`src/design/led_regs_pkg.sv`:
```
package led_regs_pkg;

  // ******************************************************
  // Register map
  // ******************************************************
  localparam logic [7:0] ADDR_ENABLE = 8'h00;
  localparam logic [7:0] ADDR_MODE = 8'h01;
  localparam logic [7:0] ADDR_RATIO_HI = 8'h02;
  localparam logic [7:0] ADDR_RATIO_LO = 8'h03;
  localparam logic [7:0] ADDR_ONOFF_HI = 8'h04;
  localparam logic [7:0] ADDR_ONOFF_LO = 8'h05;
  localparam logic [7:0] ADDR_OUT1_CTL = 8'h06;
  localparam logic [7:0] ADDR_OUT2_CTL = 8'h07;
  localparam logic [7:0] REG_COUNT = 8'h08;

  // ******************************************************
  // Field positions
  // ******************************************************
  localparam int CHIP_EN_POS = 6;
  localparam int ENG1_POS = 4;
  localparam int ENG2_POS = 2;
  localparam int ENG3_POS = 0;
  localparam int MAP_POS = 6;
  localparam int LOG_POS = 5;
  localparam int TEMP_POS = 0;

  // ******************************************************
  // Writable bits and reset values
  // ******************************************************
  localparam logic [7:0] MASK_ENABLE = 8'h7f;
  localparam logic [7:0] MASK_MODE = 8'h3f;
  localparam logic [7:0] MASK_SINGLE = 8'h01;
  localparam logic [7:0] MASK_FULL = 8'hff;
  localparam logic [7:0] RST_ENABLE = 8'h00;
  localparam logic [7:0] RST_MODE = 8'h00;
  localparam logic [7:0] RST_RATIO = 8'h00;
  localparam logic [7:0] RST_ONOFF_HI = 8'h01;
  localparam logic [7:0] RST_ONOFF_LO = 8'hff;
  localparam logic [7:0] RST_OUT_CTL = 8'h00;

  // ******************************************************
  // Serial link
  // ******************************************************
  localparam logic [6:0] DEV_ADDR_BASE = 7'h30;
  localparam logic [3:0] BIT_LAST = 4'h7;
  localparam logic [3:0] BIT_ACK = 4'h8;
  localparam logic [3:0] BIT_PRE = 4'hf;

  typedef enum logic [2:0] {
    S_IDLE = 3'b000,
    S_ADDR = 3'b001,
    S_PTR = 3'b010,
    S_WDATA = 3'b011,
    S_RDATA = 3'b100
  } xfer_state_t;

  function automatic logic [7:0] reg_mask(input logic [2:0] idx);
    case (idx)
      3'h0: reg_mask = MASK_ENABLE;
      3'h1: reg_mask = MASK_MODE;
      3'h2: reg_mask = MASK_SINGLE;
      3'h4: reg_mask = MASK_SINGLE;
      default: reg_mask = MASK_FULL;
    endcase
  endfunction

  function automatic logic [7:0] reg_reset(input logic [2:0] idx);
    case (idx)
      3'h0: reg_reset = RST_ENABLE;
      3'h1: reg_reset = RST_MODE;
      3'h4: reg_reset = RST_ONOFF_HI;
      3'h5: reg_reset = RST_ONOFF_LO;
      3'h6: reg_reset = RST_OUT_CTL;
      3'h7: reg_reset = RST_OUT_CTL;
      default: reg_reset = RST_RATIO;
    endcase
  endfunction

endpackage

```
`src/design/byte_link_if.sv`:
```
`timescale 1ns/1ps
interface byte_link_if;
  logic rx_done;
  logic [7:0] rx_byte;
  logic ack_done;
  logic master_ack;
  logic ack_req;
  logic tx_mode;
  logic [7:0] tx_byte;
  logic frame_start;
  logic frame_stop;
  modport phy(output rx_done, rx_byte, ack_done, master_ack, frame_start, frame_stop,
              input ack_req, tx_mode, tx_byte);
  modport ctrl(input rx_done, rx_byte, ack_done, master_ack, frame_start, frame_stop,
               output ack_req, tx_mode, tx_byte);
endinterface

```
`src/design/serial_bit_engine.sv`:
```
`timescale 1ns/1ps
module serial_bit_engine
  import led_regs_pkg::*;
(
  input wire logic clock,
  input wire logic rst_n,
  input wire logic scl_in,
  input wire logic sda_in,
  output logic sda_out,
  output logic sda_oe,
  byte_link_if.phy link
);

  logic scl_q, sda_q, active_q, tx_q, oe_q, rx_done_q, ack_done_q, mack_q;
  logic [3:0] cnt_q;
  logic [7:0] shift_q, rx_byte_q;

  // ******************************************************
  // Line events
  // ******************************************************
  wire scl_rise = scl_in & ~scl_q;
  wire scl_fall = ~scl_in & scl_q;
  wire start_seen = scl_in & scl_q & sda_q & ~sda_in;
  wire stop_seen = scl_in & scl_q & ~sda_q & sda_in;
  wire [3:0] cnt_next = (cnt_q == BIT_ACK || cnt_q == BIT_PRE) ? 4'h0 : cnt_q + 4'h1;
  wire tx_now = (cnt_next == 4'h0) ? link.tx_mode : tx_q;
  wire tx_bit = link.tx_byte[3'(BIT_LAST - cnt_next)];
  // Only ever pulls low; ack is withheld while the master owns the ack slot
  wire drive_next = (cnt_next == BIT_ACK) ? (link.ack_req & ~tx_q) : (tx_now & ~tx_bit);
  wire rx_last = active_q & scl_rise & ~tx_q & (cnt_q == BIT_LAST);
  wire ack_seen = active_q & scl_rise & tx_q & (cnt_q == BIT_ACK);

  always_ff @(posedge clock or negedge rst_n) begin
    if (!rst_n) begin
      scl_q <= 1'b1;
      sda_q <= 1'b1;
    end else begin
      scl_q <= scl_in;
      sda_q <= sda_in;
    end
  end

  // ******************************************************
  // Frame and bit position
  // ******************************************************
  always_ff @(posedge clock or negedge rst_n) begin
    if (!rst_n) begin
      active_q <= 1'b0;
      cnt_q <= BIT_PRE;
      tx_q <= 1'b0;
      oe_q <= 1'b0;
    end else if (start_seen) begin
      active_q <= 1'b1;
      cnt_q <= BIT_PRE;
      tx_q <= 1'b0;
      oe_q <= 1'b0;
    end else if (stop_seen) begin
      active_q <= 1'b0;
      oe_q <= 1'b0;
    end else if (active_q & scl_fall) begin
      cnt_q <= cnt_next;
      tx_q <= tx_now;
      oe_q <= drive_next;
    end
  end

  always_ff @(posedge clock or negedge rst_n) begin
    if (!rst_n) begin
      shift_q <= 8'h00;
      rx_byte_q <= 8'h00;
      rx_done_q <= 1'b0;
      ack_done_q <= 1'b0;
      mack_q <= 1'b0;
    end else begin
      if (active_q & scl_rise & (cnt_q < BIT_ACK)) begin
        shift_q <= {shift_q[6:0], sda_in};
      end
      if (rx_last) begin
        rx_byte_q <= {shift_q[6:0], sda_in};
      end
      if (ack_seen) begin
        mack_q <= ~sda_in;
      end
      rx_done_q <= rx_last;
      ack_done_q <= ack_seen;
    end
  end

  assign link.rx_done = rx_done_q;
  assign link.rx_byte = rx_byte_q;
  assign link.ack_done = ack_done_q;
  assign link.master_ack = mack_q;
  // Frame edges travel on the link so the sequencer never reaches into this module
  assign link.frame_start = start_seen;
  assign link.frame_stop = stop_seen;
  assign sda_out = 1'b0;
  assign sda_oe = oe_q;

endmodule // serial_bit_engine

```
`src/design/led_driver_control_regs_low.sv`:
```
// Operation
// RULE1 - Settings live in byte registers, reached only over the two-wire serial port.
// RULE2 - Address 00 bit 6 is chip enable, reset 0, write 1 enables.
// RULE3 - Address 00 holds engine run fields at [5:4],[3:2],[1:0], reset 00.
// RULE4 - Address 01 holds engine mode fields at [5:4],[3:2],[1:0], reset 00.
// RULE5 - Ratiometric enables: output nine at 02 bit0, outputs eight..one at 03; reset 0.
// RULE6 - On/off bits: output nine at 04 bit0, outputs eight..one at 05; reset 1.
// RULE7 - Output one (06) and two (07) controls hold mapping at [7:6], reset 00.
// RULE8 - Bit 5 of each output control selects logarithmic dimming, reset 0.
// RULE9 - Bits [4:0] of each output control are temperature compensation, reset 0.
// RULE10 - Bits without a function are reserved; host must not rely on them.
// RULE11 - Reserved bits read as zero and writes to them are ignored.
`timescale 1ns/1ps
module led_driver_control_regs_low
  import led_regs_pkg::*;
(
  input wire logic clock,
  input wire logic rst_n,
  input wire logic scl_in,
  input wire logic sda_in,
  output logic sda_out,
  output logic sda_oe,
  input wire logic [1:0] addr_sel,
  output logic chip_enable,
  output logic [1:0] engine_one_run_field,
  output logic [1:0] engine_two_run_field,
  output logic [1:0] engine_three_run_field,
  output logic [1:0] engine_one_mode_field,
  output logic [1:0] engine_two_mode_field,
  output logic [1:0] engine_three_mode_field,
  output logic [8:0] ratio_enable,
  output logic [8:0] output_on,
  output logic [1:0] output_one_mapping,
  output logic output_one_log,
  output logic [4:0] output_one_temp,
  output logic [1:0] output_two_mapping,
  output logic output_two_log,
  output logic [4:0] output_two_temp
);

  byte_link_if link ();

  serial_bit_engine u_phy (
    .clock(clock),
    .rst_n(rst_n),
    .scl_in(scl_in),
    .sda_in(sda_in),
    .sda_out(sda_out),
    .sda_oe(sda_oe),
    .link(link.phy)
  );

  xfer_state_t state_q;
  logic [7:0] ptr_q, tx_byte_q;
  logic ack_req_q, tx_mode_q;
  logic [7:0] regs_q [0:7];

  // ******************************************************
  // Transfer decode
  // ******************************************************
  wire addr_hit = link.rx_byte[7:1] == {DEV_ADDR_BASE[6:2], addr_sel};
  wire rx_addr = link.rx_done && (state_q == S_ADDR);
  wire rx_ptr = link.rx_done && (state_q == S_PTR);
  wire wr_fire = link.rx_done && (state_q == S_WDATA);
  wire rd_ack = link.ack_done && (state_q == S_RDATA);
  wire rd_start = rx_addr && addr_hit && link.rx_byte[0];
  wire rd_load = rd_start || (rd_ack && link.master_ack);
  wire [7:0] rd_ptr = (state_q == S_RDATA) ? ptr_q + 8'h01 : ptr_q;
  wire wr_mapped = wr_fire && (ptr_q < REG_COUNT);
  // Unmapped addresses read zero so the host never sees stale data
  wire [7:0] rd_data = (rd_ptr < REG_COUNT) ? regs_q[rd_ptr[2:0]] : 8'h00; // [RULE11]

  // ******************************************************
  // Transfer sequencer
  // ******************************************************
  // A repeated start re-arms address matching without a stop
  always_ff @(posedge clock or negedge rst_n) begin
    if (!rst_n) begin
      state_q <= S_IDLE;
      ack_req_q <= 1'b0;
      tx_mode_q <= 1'b0;
    end else if (link.rx_done || link.ack_done) begin
      unique case (state_q)
        S_ADDR: begin
          state_q <= !addr_hit ? S_IDLE : (link.rx_byte[0] ? S_RDATA : S_PTR); // [RULE1]
          ack_req_q <= addr_hit;
          tx_mode_q <= addr_hit && link.rx_byte[0];
        end
        S_PTR: state_q <= S_WDATA;
        S_RDATA: begin
          state_q <= (rd_ack && !link.master_ack) ? S_IDLE : S_RDATA;
          tx_mode_q <= !(rd_ack && !link.master_ack);
        end
        S_IDLE, S_WDATA: state_q <= state_q;
      endcase
    end else if (link.frame_start) begin
      state_q <= S_ADDR;
      ack_req_q <= 1'b0;
      tx_mode_q <= 1'b0;
    end else if (link.frame_stop) begin
      state_q <= S_IDLE;
      tx_mode_q <= 1'b0;
    end
  end

  // Pointer auto-increments after every data byte moved in either direction
  always_ff @(posedge clock or negedge rst_n) begin
    if (!rst_n) begin
      ptr_q <= 8'h00;
      tx_byte_q <= 8'h00;
    end else begin
      if (rx_ptr) begin
        ptr_q <= link.rx_byte;
      end else if (wr_fire || rd_ack) begin
        ptr_q <= ptr_q + 8'h01;
      end
      if (rd_load) begin
        tx_byte_q <= rd_data; // [RULE1]
      end
    end
  end

  assign link.ack_req = ack_req_q;
  assign link.tx_mode = tx_mode_q;
  assign link.tx_byte = tx_byte_q;

  // ******************************************************
  // Register storage
  // ******************************************************
  // Masking at write time keeps reserved bits zero for free on readback
  always_ff @(posedge clock or negedge rst_n) begin
    if (!rst_n) begin
      for (int i = 0; i < 8; i++) begin
        regs_q[i] <= reg_reset(3'(i)); // [RULE2] [RULE3] [RULE4] [RULE5] [RULE6] [RULE7] [RULE8] [RULE9]
      end
    end else if (wr_mapped) begin
      regs_q[ptr_q[2:0]] <= link.rx_byte & reg_mask(ptr_q[2:0]); // [RULE10] [RULE11]
    end
  end

  assign chip_enable = regs_q[0][CHIP_EN_POS]; // [RULE2]
  assign engine_one_run_field = regs_q[0][ENG1_POS +: 2]; // [RULE3]
  assign engine_two_run_field = regs_q[0][ENG2_POS +: 2]; // [RULE3]
  assign engine_three_run_field = regs_q[0][ENG3_POS +: 2]; // [RULE3]
  assign engine_one_mode_field = regs_q[1][ENG1_POS +: 2]; // [RULE4]
  assign engine_two_mode_field = regs_q[1][ENG2_POS +: 2]; // [RULE4]
  assign engine_three_mode_field = regs_q[1][ENG3_POS +: 2]; // [RULE4]
  assign ratio_enable = {regs_q[2][0], regs_q[3]}; // [RULE5]
  assign output_on = {regs_q[4][0], regs_q[5]}; // [RULE6]
  assign output_one_mapping = regs_q[6][MAP_POS +: 2]; // [RULE7]
  assign output_one_log = regs_q[6][LOG_POS]; // [RULE8]
  assign output_one_temp = regs_q[6][TEMP_POS +: 5]; // [RULE9]
  assign output_two_mapping = regs_q[7][MAP_POS +: 2]; // [RULE7]
  assign output_two_log = regs_q[7][LOG_POS]; // [RULE8]
  assign output_two_temp = regs_q[7][TEMP_POS +: 5]; // [RULE9]

  // ******************************************************
  // Assertions
  // ******************************************************
  wire [63:0] reg_image = {regs_q[0], regs_q[1], regs_q[2], regs_q[3], regs_q[4], regs_q[5], regs_q[6], regs_q[7]};
endmodule // led_driver_control_regs_low

```
`config.mk`:
```
export PLATFORM = sky130hd
export DESIGN_NAME = led_driver_control_regs_low
export DESIGN_NICKNAME = d
export VERILOG_FILES = /design/src/design/led_regs_pkg.sv /design/src/design/byte_link_if.sv /design/src/design/serial_bit_engine.sv /design/src/design/led_driver_control_regs_low.sv
export SDC_FILE = /design/constraint.sdc
export NUM_CORES = 1
export LEC_CHECK = 0
export ABC_CLOCK_PERIOD_IN_PS = 2300
export BUFFER_PORTS_ARGS = -buffer_cell sky130_fd_sc_hd__buf_2
export CORE_UTILIZATION = 40
export DETAILED_ROUTE_END_ITERATION = 8
export GPL_ROUTABILITY_DRIVEN = 0
export GPL_TIMING_DRIVEN = 0
export HOLD_SLACK_MARGIN = 0.15
export PLACE_DENSITY = 0.63
export SLEW_MARGIN = 20
export SYNTH_ARGS = -nofsm -noshare
export SYNTH_HDL_FRONTEND = slang
export SYNTH_SLANG_ARGS = --single-unit
```
`constraint.sdc`:
```
create_clock -name clock -period 2.3 [get_ports clock]
set_input_delay 0.345 -clock clock [delete_from_list [all_inputs] [get_ports clock]]
set_output_delay 0.345 -clock clock [all_outputs]
set_load 0.02 [all_outputs]
```
# ---- Word level (Yosys, flattened, before mapping)
# Cells that the tools add are included.
dict set report word_totals {
  regBits 112
  input_bits 6
  word_cells 148
}
dict set report classes {
  add_sub_neg 3
  magnitude_cmp 7
  eq_ne 16
  n_mux 41
  bitwise_logic 25
  reduce_logical 32
}
# operator count
set op_table {}
lappend op_table {{64-bit bitwise mux} 1}
lappend op_table {{8-bit two-way mux} 8}
lappend op_table {{8-bit binary-select mux with 3-bit select} 1}
lappend op_table {{8-bit demux with 3-bit select} 1}
lappend op_table {{8-bit one-hot mux with 3 select lines} 1}
lappend op_table {{3-bit two-way mux} 6}
lappend op_table {{1-bit AND} 16}
lappend op_table {{8-bit by 4-bit < comparator with 1-bit output (second input constant)} 2}
lappend op_table {{1-bit two-way mux} 16}
lappend op_table {{4-bit two-way mux} 4}
lappend op_table {{4-bit equality test (second input constant)} 3}
lappend op_table {{1-bit logical AND} 11}
lappend op_table {{3-bit by 2-bit equality test with 1-bit output (second input constant)} 3}
lappend op_table {{3-bit one-hot mux with 3 select lines} 1}
lappend op_table {{8-bit by 1-bit adder with 8-bit output (second input constant)} 1}
lappend op_table {{8-bit AND} 1}
lappend op_table {{4-bit greater-or-equal comparator (second input constant)} 2}
lappend op_table {{3-bit inverter with 4-bit output} 2}
lappend op_table {{2-bit AND reduction} 4}
lappend op_table {{2-bit nonzero test} 4}
lappend op_table {{7-bit by 6-bit equality test with 1-bit output} 1}
lappend op_table {{3-bit by 1-bit equality test with 1-bit output (second input constant)} 2}
lappend op_table {{3-bit equality test (second input constant)} 2}
lappend op_table {{3-bit zero test} 2}
lappend op_table {{16 further kinds} 29}

# ---- Longest topological paths before layout
# Gate-level depths: netlist (run 1).
dict set report depth {
  word_depth 12
  mapped_depth 9
  ltp_nobuf 8
}

# ---- Hierarchy
# A second synthesis (run 1) with hierarchy kept.
dict set report unflattened {
  cells_unflattened 712
  area_unflattened_um2 6465.0
}
# mod instances cells_per_inst area_each_um2
set modules_own_cells {}
lappend modules_own_cells {led_driver_control_regs_low 1 601 5087.4}
lappend modules_own_cells {serial_bit_engine 1 111 1377.6}

# ---- Worst setup path after synthesis (run 1)
# No wires, ideal clock.
dict set report synth_path {
  kind {register to register}
  from {reg ptr_q[4]}
  to {reg regs_q (netlist bit ratio_enable[8])}
  setup_ps 125
  t_arrival_ps 2030
  required_time_ps 2175
  setup_slack_ps 145
  path_stages_with_launch 7
  n_path_buf 1
  synth_period_minus_slack_ps 2155
  path_cell_list {dfrtp_1 > or4_4 > nor2_4 > nand3_2 > or4_1 > buf_4 > mux2_4}
}
dict set report synth_between {
  elab_chain_len 2
}
# item line_no
set synth_lines {}
lappend synth_lines {{start, declared} led_driver_control_regs_low.sv:54} ;# logic [7:0] ptr_q, tx_byte_q;
lappend synth_lines {{start signal, assigned} led_driver_control_regs_low.sv:113} ;# ptr_q <= link.rx_byte;
lappend synth_lines {{start signal, assigned} led_driver_control_regs_low.sv:115} ;# ptr_q <= ptr_q + 8'h01;
lappend synth_lines {{8-bit by 4-bit < comparator with 1-bit output} led_driver_control_regs_low.sv:69} ;# wire wr_mapped = wr_fire && (ptr_q < REG_COUNT);
lappend synth_lines {{1-bit logical AND} led_driver_control_regs_low.sv:69}
lappend synth_lines {{end signal, assigned by index} led_driver_control_regs_low.sv:134} ;# regs_q[i] <= reg_reset(3'(i));
lappend synth_lines {{end signal, assigned by index} led_driver_control_regs_low.sv:137} ;# regs_q[ptr_q[2:0]] <= link.rx_byte & reg_mask(ptr_q[2:0]);
lappend synth_lines {{end, declared} led_driver_control_regs_low.sv:56} ;# logic [7:0] regs_q [0:7];
# Every way passes these cells.
# A chain may end at the register's enable or synchronous reset.

# ---- Worst setup path in the final report (run 1)
dict set report layout_path {
  from {reg ptr_q[7]}
  to {reg regs_q (netlist bit reg_image[41])}
}
# The elaborated chain is that of the path after synthesis.

==> out/metrics.cfg, run 1 <==
[global_routing]
first_global_vias = 4263
antenna_found_initial = 0
overflow = 0
track_usage = 0.200
grt_pass1_wl_mm = 22.9
grt_max_degree = 72

[cells_and_area]
postLayoutCoreUtil = 0.501
area_growth_pct = 22.3
diodes = 0
drive_above_1_share = 0.447
nNetsFinal = 609
final_area_um2 = 7280

[clocking]
ctsLongestPathBuffers = 2
clock-root-buffer = clkbuf_16
clock_latency_ns = 0.36
clock-sinks = 112
path_clk_slew_ns = 0.07
cts_max_level = 3
cts_buffers = 9
cts_tree = yes

[worst_setup_path]
path_max_fanout = 8
timing.rr.end = reg_image[41]
worstRegToRegCells = 6
cp-start-kind = register
r2r_slack_ns = 0.03
critical_path_class = reg -> reg
arrival_ns = 2.51
r2r_start = ptr_q[7]
crit_required_ns = 2.54
worstSetupEndpointType = register

[run_status]
status = complete, no violations

[power_and_ir_drop]
p_per_area_nw_per_um2 = 684
p_sw_mw = 1.40
p_sw_frac = 0.281
combPwrFrac = 0.160
p_leak_nw = 3.64
power.internal_mw = 3.58
p_seq_frac = 0.470
ir_drop_uv = 351
pwr-share-clk = 0.370

[yosys]
ys_ff_latch = 112
ys.flop_type = dfrtp_1
ys_seq_area_frac = 0.474
synth_nets = 536
ys_warn_count = 0
synth_area_um2 = 5950
avgSynthCellArea_um2 = 11.4
yosysUniqueCellTypes = 58
postSynthCellCount = 524
async_reset_ff_frac = 1.00
synth_edf_count = 0

[route]
wirelength_mm = 14.3
drt-initial-drc-count = 316
drc = 0
firstDrtPassIters = 5
num_vias = 4295
wl_per_cell_um = 18.2
antenna_left = 0
routed_via_density = 5.46

[placement]
portBuffers = 53
dp_hpwl_mm = 9.85
placed_area_um2 = 6490

[die]
fp.dieH_um = 124
die_x_um = 124
start_util = 0.410
placementRows = 44
pin_count = 55
core_area_um2 = 14500
dieArea_um2 = 15400

[sta]
setup_viol = 0
period_minus_slack_ns = 2.27
fin_crit_sh = 0.988
fmaxAchievable_mhz = 440
hold_viol = 0
slew_violations = 0
tightest_slew_ns = 0.748
fin_skew_ns = 0.0115
worst_slew_margin_rel = 0.498
rsz0062_at_grt = true

[job]
maxCapViolations = 0

[worst_hold_path]
hold_path.class = in -> async

[layout by cell type, fill, tap and decap left out, drive strengths merged, types with 3 or more instances in the layout]
cell type / instances
dfstp: 15
nor2b: 4
dfrtp: 97
and2: 8
dlygate4sd3: 3
nor2: 28
a21oi: 17
xnor2: 7
nand3: 13
bufinv: 3
nand2: 24
ha: 6
clkbuf: 17
nand3b: 3
inv: 15
o21ai: 19
o22a: 3
buf: 116
nor3: 24
nand4: 3
o22ai: 23
mux2i: 36
a31oi: 8
mux2: 78
[final cells by class]
cell class              instances  area (um2)
repair buffers                 67         479
well taps                     184         230
plain buffers                  59         454
flip-flops and latches        112        2820
inverters                      14        55.1
clock buffers                  10         239
multi-input cells             334        2890
clock inverters                 6         115
fillers                      1298        7250
[cells by family (layout without fill, tap and decap cells)]
kind of cell               Yosys count  in the layout  synth area share
AOI/OAI and AO/OA                   81             81            0.0837
xor gates and xnor gates             8              8            0.0130
adders and majority gates            6              6            0.0126
buffers and inverters               78            156            0.0797
DFF                                112            112             0.474
muxes                              116            116             0.225
other                                1              1          0.000630
and+or+nand+nor                    122            122             0.111
[synthesized netlist by cell type, types with 2 or more instances]
library cell / n / share of area
a21o_1: 2 / 0.0025
a21oi_1: 17 / 0.014
a31oi_1: 8 / 0.0084
and2_1: 8 / 0.0084
and4_1: 2 / 0.0029
buf_2: 4 / 0.0034
buf_4: 47 / 0.059
clkbuf_1: 12 / 0.0076
dfrtp_1: 97 / 0.41
dfstp_2: 15 / 0.066
ha_1: 6 / 0.013
inv_1: 13 / 0.0082
mux2_2: 63 / 0.12
mux2_4: 15 / 0.038
mux2i_1: 36 / 0.061
mux4_2: 2 / 0.0076
nand2_1: 24 / 0.015
nand3_1: 12 / 0.010
nand3b_1: 3 / 0.0038
nand4_1: 2 / 0.0021
nor2_1: 26 / 0.016
nor2b_1: 4 / 0.0042
nor3_1: 23 / 0.019
o21ai_0: 19 / 0.016
o22a_1: 3 / 0.0044
o22ai_1: 23 / 0.024
or3_1: 2 / 0.0021
xnor2_1: 6 / 0.0088
[critical path, cell delays in order (launching register included)]
cell and delay (ns):
dfrtp_1 0.40, or4_4 0.55, nor2_4 0.18, nand3_4 0.11, or4_4 0.45, buf_8 0.17
mux2_4 0.30
[worst max-delay path by stage]
stage          startpoint                       to  depth (start not counted)
2_1_floorplan    ptr_q[4]          ratio_enable[8]                          6
3_3_place_gp     ptr_q[0]          link.tx_byte[5]                          7
3_5_place_dp     ptr_q[0]          link.tx_byte[6]                          8
4_1_cts          ptr_q[7]  engine_two_run_field[0]                          6
5_1_grt        state_q[0]          link.tx_byte[2]                          7
6_report         ptr_q[7]            reg_image[41]                          6
[power by group through the flow]
| stage | clock network (mW) | logic (mW) | registers (mW) |
|---|---|---|---|
| detailed placement | 0 | 0.767 | 2.36 |
| global placement | 0 | 0.727 | 2.35 |
| floorplan | 0 | 0.547 | 2.27 |
| CTS | 1.87 | 0.783 | 2.32 |
| global route | 1.95 | 0.885 | 2.37 |
| finish | 1.84 | 0.798 | 2.34 |
[through the flow]
step / std cells / power, mW / hold WS [ns] / setup TNS, ns / setup WS (ns)
final: 786 / 4.98 / 0.470 / 0 / 0.0282
after global routing: 786 / 5.20 / 0.516 / -0.406 / -0.0689
after CTS: 789 / 4.97 / 0.480 / -0.0417 / -0.0114
after detailed placement: 762 / 3.13 / 0.292 / -7.65 / -0.527
after global placement: 761 / 3.08 / 0.483 / -47.41 / -0.508
after floorplan: 524 / 2.82 / 0.0494 / 0 / 0.145
[registers in the layout, summed over array words and instances, names as in the netlist, 3 cells and up]
signal,cells
ptr_q,8
u_phy.cnt_q,4
output_one_temp,5
ratio_enable,9
output_two_temp,5
state_q,3
link.tx_byte,8
u_phy.shift_q,7
reg_image,17
output_on,9
u_phy.link.rx_byte,8
[timing repair]
action | in CTS | in global routing
gates resized for setup | 30 | 32
setup endpoints to repair | 49 | 63
setup buffers | 8 | 2
pin swaps | 6 | 5
endpoints found under the hold margin | 40 | 0
hold buffers | 3 | 0
[per-layer routing]
layer  part of all wire  GRT usage  vias up
li1                   -          -     1991
met1               0.48      0.287     2180
met2               0.46      0.306      110
met3              0.045     0.0334       14
met4              0.015     0.0662        0
met5                  0          0        -
Power figures use the tool's default switching activity.
==> run 2: changes to the inputs <==
CORE_UTILIZATION = 60   (was 40)
PLACE_DENSITY = 0.86   (was 0.63)
==> run 2 against run 1 <==
Against the previous run:
- the run now ends with negative setup slack left
- sequential cell count did not move
- non-clock buffer count up 6
- core utilization up 24 points
- critical endpoint is now output_one_temp[3]
==> out/metrics.cfg, run 2 (synthesis results as in run 1) <==
[run_status]
status = complete, but fails checks
violations = negative setup slack

[route]
route.met2.wl_mm = 7.51  ; +13%
drc = 0  ; unchanged
firstDrtPassIters = 5  ; unchanged
wirelength_mm = 15.3  ; +6.4%
routed_via_density = 6.22  ; +14%
wl_met3_mm = 1.07  ; +66%
top_layer = met4
wl_met1_mm = 6.18  ; -9.8%
wl_per_cell_um = 20.7  ; +13%
antenna_left = 0  ; unchanged
drt-initial-drc-count = 449  ; +42%
num_vias = 4587  ; +6.8%

[sta]
setup_tns_ns = -1.74  ; -1.74 ns
worst_slack_ns = -0.116  ; -0.144 ns
fin_crit_sh = 1.05  ; +0.0627
period_minus_slack_ns = 2.42  ; +0.144 ns
fin_skew_ns = 0.0176  ; +0.00615 ns
setup_viol = 27  ; +27
slew_violations = 0  ; unchanged
worst_slew_margin_rel = 0.472  ; -0.0254
hold_viol = 0  ; unchanged
fmaxAchievable_mhz = 414  ; -6.0%
tightest_slew_ns = 0.786  ; +0.0379 ns
rsz0062_at_grt = true

[worst_setup_path]
worstRegToRegCells = 6  ; unchanged
path_max_fanout = 8  ; unchanged
critical_path_class = reg -> reg
worstPathCellList = or4_4 -> nor2_4 -> nand3_2 -> nor2_1 -> nand3_2 -> mux2_2
crit_slowest_cell = or4_4
cpLargestDelayFamily = simple AND/OR/NAND/NOR gates
cp-start-kind = register
crit_required_ns = 2.58  ; +0.04 ns
critPathMostFrequentCell = nand3_2
timing.rr.end = output_one_temp[3]
cp.buffers_inverters = 0  ; -1
worstSetupEndpointType = register
cpPeakStageDelay_ns = 0.51  ; -0.04 ns
arrival_ns = 2.69  ; +0.18 ns
r2r_slack_ns = -0.12  ; -0.14 ns
r2r_start = ptr_q[5]

[clocking]
cts_buffers = 9  ; unchanged
clock_latency_ns = 0.38  ; +0.02 ns
clock-root-buffer = clkbuf_8
cts_max_level = 3  ; unchanged
ctsLongestPathBuffers = 2  ; unchanged
clock-sinks = 112  ; unchanged
path_clk_slew_ns = 0.11  ; +0.04 ns
cts_tree = yes

[die]
die_x_um = 102  ; -18%
fp.dieH_um = 102  ; -18%
placementRows = 35  ; -20%
dieArea_um2 = 10300  ; -33%
pin_count = 55  ; unchanged
start_util = 0.632  ; +0.223
core_area_um2 = 9420  ; -35%

[global_routing]
track_usage = 0.297  ; +0.0967
grt_max_degree = 59  ; -18%
first_global_vias = 4424  ; +3.8%
overflow = 0  ; unchanged
antenna_found_initial = 0  ; unchanged
grt_pass1_wl_mm = 22.9  ; about the same

[cells_and_area]
final_common_cell = dfrtp_1
area_growth_pct = 17.4
final_cell_mix = dfrtp_1, mux2_2, buf_4, buf_2, mux2i_1
final_area_um2 = 6990  ; -4.0%
largest_reg_flops = 17  ; unchanged
diodes = 0  ; unchanged
nFillCells = 586  ; -55%
drive_above_1_share = 0.439  ; -0.00770
nNetsFinal = 615  ; +0.99%

[placement]
portBuffers = 53  ; unchanged
placed_area_um2 = 6410  ; -1.2%
dp_hpwl_mm = 9.60  ; -2.5%

[job]
maxCapViolations = 0  ; unchanged

[power_and_ir_drop]
p_per_area_nw_per_um2 = 608  ; -11%
ir_drop_uv = 535  ; +53%
p_leak_nw = 3.58  ; -1.7%

[worst_hold_path]
hold_path.class = in -> async

run 2: cell count changes in the layout (fill, tap and decap cells not counted), sizes merged:
cell    previous run  this run
buf              116       118
clkbuf            17        21
bufinv             3         0
clkinv             1         2
inv               15        17
run 2: what timing repair did:
action,4_1_cts,5_1_grt
hold buffers,3,0
resized for setup,25,31
endpoints found under the setup margin,52,62
endpoints found under the hold margin,46,0
buffers inserted,7,5
pin swaps,4,5
run 2: area by class of cell:
class	count	area (um2)	share of cell area
multi-input cells	334	2840	0.406
flip-flops and latches	112	2830	0.404
plain buffers	63	473	0.0677
repair buffers	69	457	0.0653
well taps	129	161	0.0231
clock buffers	10	128	0.0183
inverters	14	55.1	0.00788
clock inverters	6	51.3	0.00734
run 2: where the power goes:
group          internal [mW]  leakage, nW  switching (mW)
registers               2.14         1.48           0.191
clock network          0.411       0.0879           0.711
logic                  0.323         2.02           0.477
run 2: worst max-delay path by stage:
| stage | startpoint | end | cells after the start |
|---|---|---|---|
| final | ptr_q[5] | output_one_temp[3] | 6 |
| after detailed placement | ptr_q[1] | link.tx_byte[5] | 8 |
| after CTS | ptr_q[7] | output_one_temp[3] | 6 |
| after global placement | ptr_q[0] | link.tx_byte[4] | 7 |
| after floorplan | ptr_q[4] | ratio_enable[8] | 6 |
| after global routing | state_q[0] | link.tx_byte[0] | 7 |
run 2: through the flow:
step	setup slack [ns]	instances	power, mW	hold slack (ns)	util
after detailed placement	-0.424	707	3.11	0.335	0.681
after global routing	-0.153	737	4.40	0.520	0.742
after floorplan	0.145	524	2.82	0.0494	-
final	-0.116	737	4.25	0.488	0.742
after CTS	-0.0814	732	4.20	0.498	0.725
after global placement	-0.380	706	3.05	0.481	0.677
run 2: metal layers:
metal / GRT usage / vias up
met2: 0.486 / 248
met1: 0.399 / 2286
li1: - / 2000
met3: 0.0469 / 53
met4: 0.115 / 0
met5: 0 / -
==> run 3: changes to the inputs <==
ABC_AREA = 1   (was not set)
==> run 3 against run 2 <==
Against the previous run:
- the run now ends clean
- clock skew decreased by 0.0058 ns
- die area increased by 1.0%
- core utilization decreased by 5.0 points
- sequential cell count unchanged
- routed wire length decreased by 3.4%
- final cell count increased by 31%
- combinational power increased by 28%
- final area decreased by 3.7%
- first-iteration DRC count decreased by 2.2%
==> out/metrics.cfg, run 3 <==
[run_status]
status = complete, no violations

[die]
dieArea_um2 = 10400  ; +1.0%
start_util = 0.618  ; -0.0140
pin_count = 55  ; unchanged
core_area_um2 = 9730  ; +3.3%
placementRows = 36  ; +2.9%
die_x_um = 102  ; +0.51%
fp.dieH_um = 102  ; +0.51%

[worst_setup_path]
cpLargestDelayFamily = buffers and inverters
worstSetupEndpointType = register
crit_slowest_cell = dfrtp_1
crit_required_ns = 2.63  ; +0.05 ns
cpPeakStageDelay_ns = 0.39  ; -0.12 ns
worstPathCellList = buf_4 -> inv_4 -> ha_1 -> inv_1 -> o21ai_4 -> inv_2 -> buf_6 -> nand3_1 -> nand3_1 -> nand2_1 -> nand2_1 -> nand2_1
path_max_fanout = 10  ; +2
critical_path_class = reg -> reg
cp-start-kind = register
arrival_ns = 2.49  ; -0.20 ns
cp.buffers_inverters = 5  ; +5
critPathMostFrequentCell = nand2_1

[cells_and_area]
nNetsFinal = 841  ; +37%
final_common_cell = nand2_1
nFillCells = 785  ; +34%
multiInputGateArea_um2 = 2430  ; -14%
stdcell_count = 967  ; +31%
diodes = 0  ; unchanged
area_growth_pct = 11.9
drive_above_1_share = 0.223  ; -0.216
largest_reg_flops = 17  ; unchanged
final_cell_mix = nand2_1, dfrtp_1, o21ai_0, inv_1, nand3_1
seq_area_um2 = 2820  ; -0.13%
final_area_um2 = 6730  ; -3.7%

[yosys]
synth_area_leaders = dfrtp_1, nand2_1, o21ai_0
synth_top_family_by_area = simple AND/OR/NAND/NOR gates
yosysMostFrequentCell = nand2_1
synth_top_area_share = 0.404  ; -0.00424
synth_edf_count = 0  ; unchanged
synth_compound_area_frac = 0.106  ; +0.0220
ys_warn_count = 0  ; unchanged
avgSynthCellArea_um2 = 7.90  ; -30%
synthMuxAreaShare = 0  ; -0.225
synth_top_area_cell = dfrtp_1
ys.flop_type = dfrtp_1
ys_seq_area_frac = 0.469  ; -0.00493
synth_area_um2 = 6010  ; +1.1%
postSynthCellCount = 761  ; +45%
synth_xor_area_frac = 0.00582  ; -0.00721
synth_nets = 773  ; +44%
synth-simple-area-share = 0.279  ; +0.168
yosysUniqueCellTypes = 36  ; -38%
ys_ff_latch = 112  ; unchanged
async_reset_ff_frac = 1.00  ; unchanged
ys_top_cells_by_count = nand2_1, dfrtp_1, o21ai_0
synth-adder-area-share = 0.0125  ; -0.000131

[clocking]
clock-root-buffer = clkbuf_8
post-cts-setup-buffers = 0  ; -7
clock_latency_ns = 0.38  ; about the same
path_clk_slew_ns = 0.10  ; about the same
ctsLongestPathBuffers = 2  ; unchanged
cts_tree = yes
cts_buffers = 9  ; unchanged
cts_max_level = 3  ; unchanged
clock-sinks = 112  ; unchanged

[placement]
dp_hpwl_mm = 10.8  ; +12%
placed_area_um2 = 6480  ; +1.1%
pre_cts_slack_ns = 0.187  ; +0.610 ns
portBuffers = 53  ; unchanged
dp.cells = 948  ; +34%

[global_routing]
grt_pass1_wl_mm = 23.6  ; +3.2%
track_usage = 0.298  ; +0.000959
grt_max_degree = 68  ; +15%
overflow = 0  ; unchanged
first_global_vias = 4908  ; +11%
antenna_found_initial = 0  ; unchanged

[power_and_ir_drop]
p_leak_nw = 3.44  ; -4.0%
ir_drop_uv = 555  ; +3.6%
p_per_area_nw_per_um2 = 691  ; +14%
power_mw = 4.65  ; +9.3%

[sta]
tightest_slew_ns = 0.665  ; -0.120 ns
worst_slack_ns = 0.140  ; +0.256 ns
period_minus_slack_ns = 2.16  ; -0.256 ns
fin_skew_ns = 0.0118  ; -0.00577 ns
fin_crit_sh = 0.939  ; -0.111
setup_viol = 0  ; -100%
slew_violations = 0  ; unchanged
hold_viol = 0  ; unchanged
fmaxAchievable_mhz = 463  ; +12%
rsz0062_at_grt = true
hold_ws_ns = 0.427  ; -0.0608 ns
worst_slew_margin_rel = 0.553  ; +0.0811

[route]
antenna_left = 0  ; unchanged
num_vias = 5339  ; +16%
routed_via_density = 5.52  ; -11%
wirelength_mm = 14.7  ; -3.4%
drc = 0  ; unchanged
firstDrtPassIters = 7  ; +2
wl_per_cell_um = 15.2  ; -26%
drt-initial-drc-count = 439  ; -2.2%

[job]
maxCapViolations = 0  ; unchanged

[worst_hold_path]
hold_path.class = in -> reg

[run 3: cell types whose count changed in the layout (fill, tap and decap cells not counted), sizes merged, moves of 6 or more]
cell    before  now
a21oi       17    3
a31oi        8    2
and2         8    0
clkbuf      21   10
inv         17   74
mux2        78    0
mux2i       36    0
nand2       24  261
nand3       13   71
nor2        28   34
nor3        24    6
o21ai       19   98
o22ai       23    6
xnor2        7    1
[run 3: final timing paths]
path / start / endpoint / slack (ns) / cells after the start
setup / recovery: ptr_q[0] / link.tx_byte[5] / 0.14 / 12
hold / removal: addr_sel[1] / ack_req_q / 0.43 / 6
setup reg to reg: ptr_q[0] / link.tx_byte[5] / 0.14 / 12
hold reg to reg: link.tx_byte[0] / link.tx_byte[0] / 0.50 / 2
max in group asynchronous: rst_n / u_phy.sda_q / 1.16 / 3
min in group asynchronous: rst_n / output_two_temp[2] / 0.45 / 2
[run 3: worst min-delay path, stage by stage]
cell     delay (ns)
buf_2          0.10
nand2_1        0.05
nand2_1        0.05
nor2_1         0.05
nand2_1        0.10
o21ai_0        0.08
[run 3: power by group]
group          leakage, nW  switching, mW  internal (mW)
clock network        0.112          0.651          0.638
registers             1.47          0.175           2.16
logic                 1.86          0.752          0.272
total                 3.44           1.58           3.07
[run 3: final cells by class]
class | instances | share of cell area
Sequential cell | 112 | 0.419
Multi-Input combinational cell | 509 | 0.361
Buffer | 66 | 0.0721
Timing Repair Buffer | 57 | 0.0489
Inverter | 74 | 0.0416
Tap cell | 133 | 0.0247
Clock buffer | 10 | 0.0204
Clock inverter | 6 | 0.0123
[run 3: layer usage]
| layer | track usage | part of all wire | vias to the layer above |
|---|---|---|---|
| met2 | 0.462 | 0.46 | 249 |
| met4 | 0.127 | 0.030 | 0 |
| li1 | - | - | 2539 |
| met1 | 0.412 | 0.43 | 2504 |
| met3 | 0.0547 | 0.074 | 47 |
| met5 | 0 | 0 | - |
[run 3: timing repair]
action | CTS | global route
endpoints found under the setup margin | 0 | 1
hold endpoints to repair | 38 | 0
hold buffers | 3 | 0
gates resized for setup | 0 | 1
[run 3: metrics by stage]
step                       TNS, ns   util
after floorplan                  0      -
after global placement      -26.64  0.663
after detailed placement         0  0.666
after CTS                        0  0.692
after global routing      -0.00518  0.692
final                            0  0.692
[run 3: kinds of logic (layout without fill, tap and decap cells)]
kind of cell / after synthesis / count (layout)
AND/OR/NAND/NOR: 382 / 382
buffers and inverters: 140 / 213
AO/OA/AOI/OAI: 116 / 116
flip-flops: 112 / 112
adder cells (fa/ha/maj): 6 / 6
XOR/XNOR: 4 / 4
other: 1 / 1
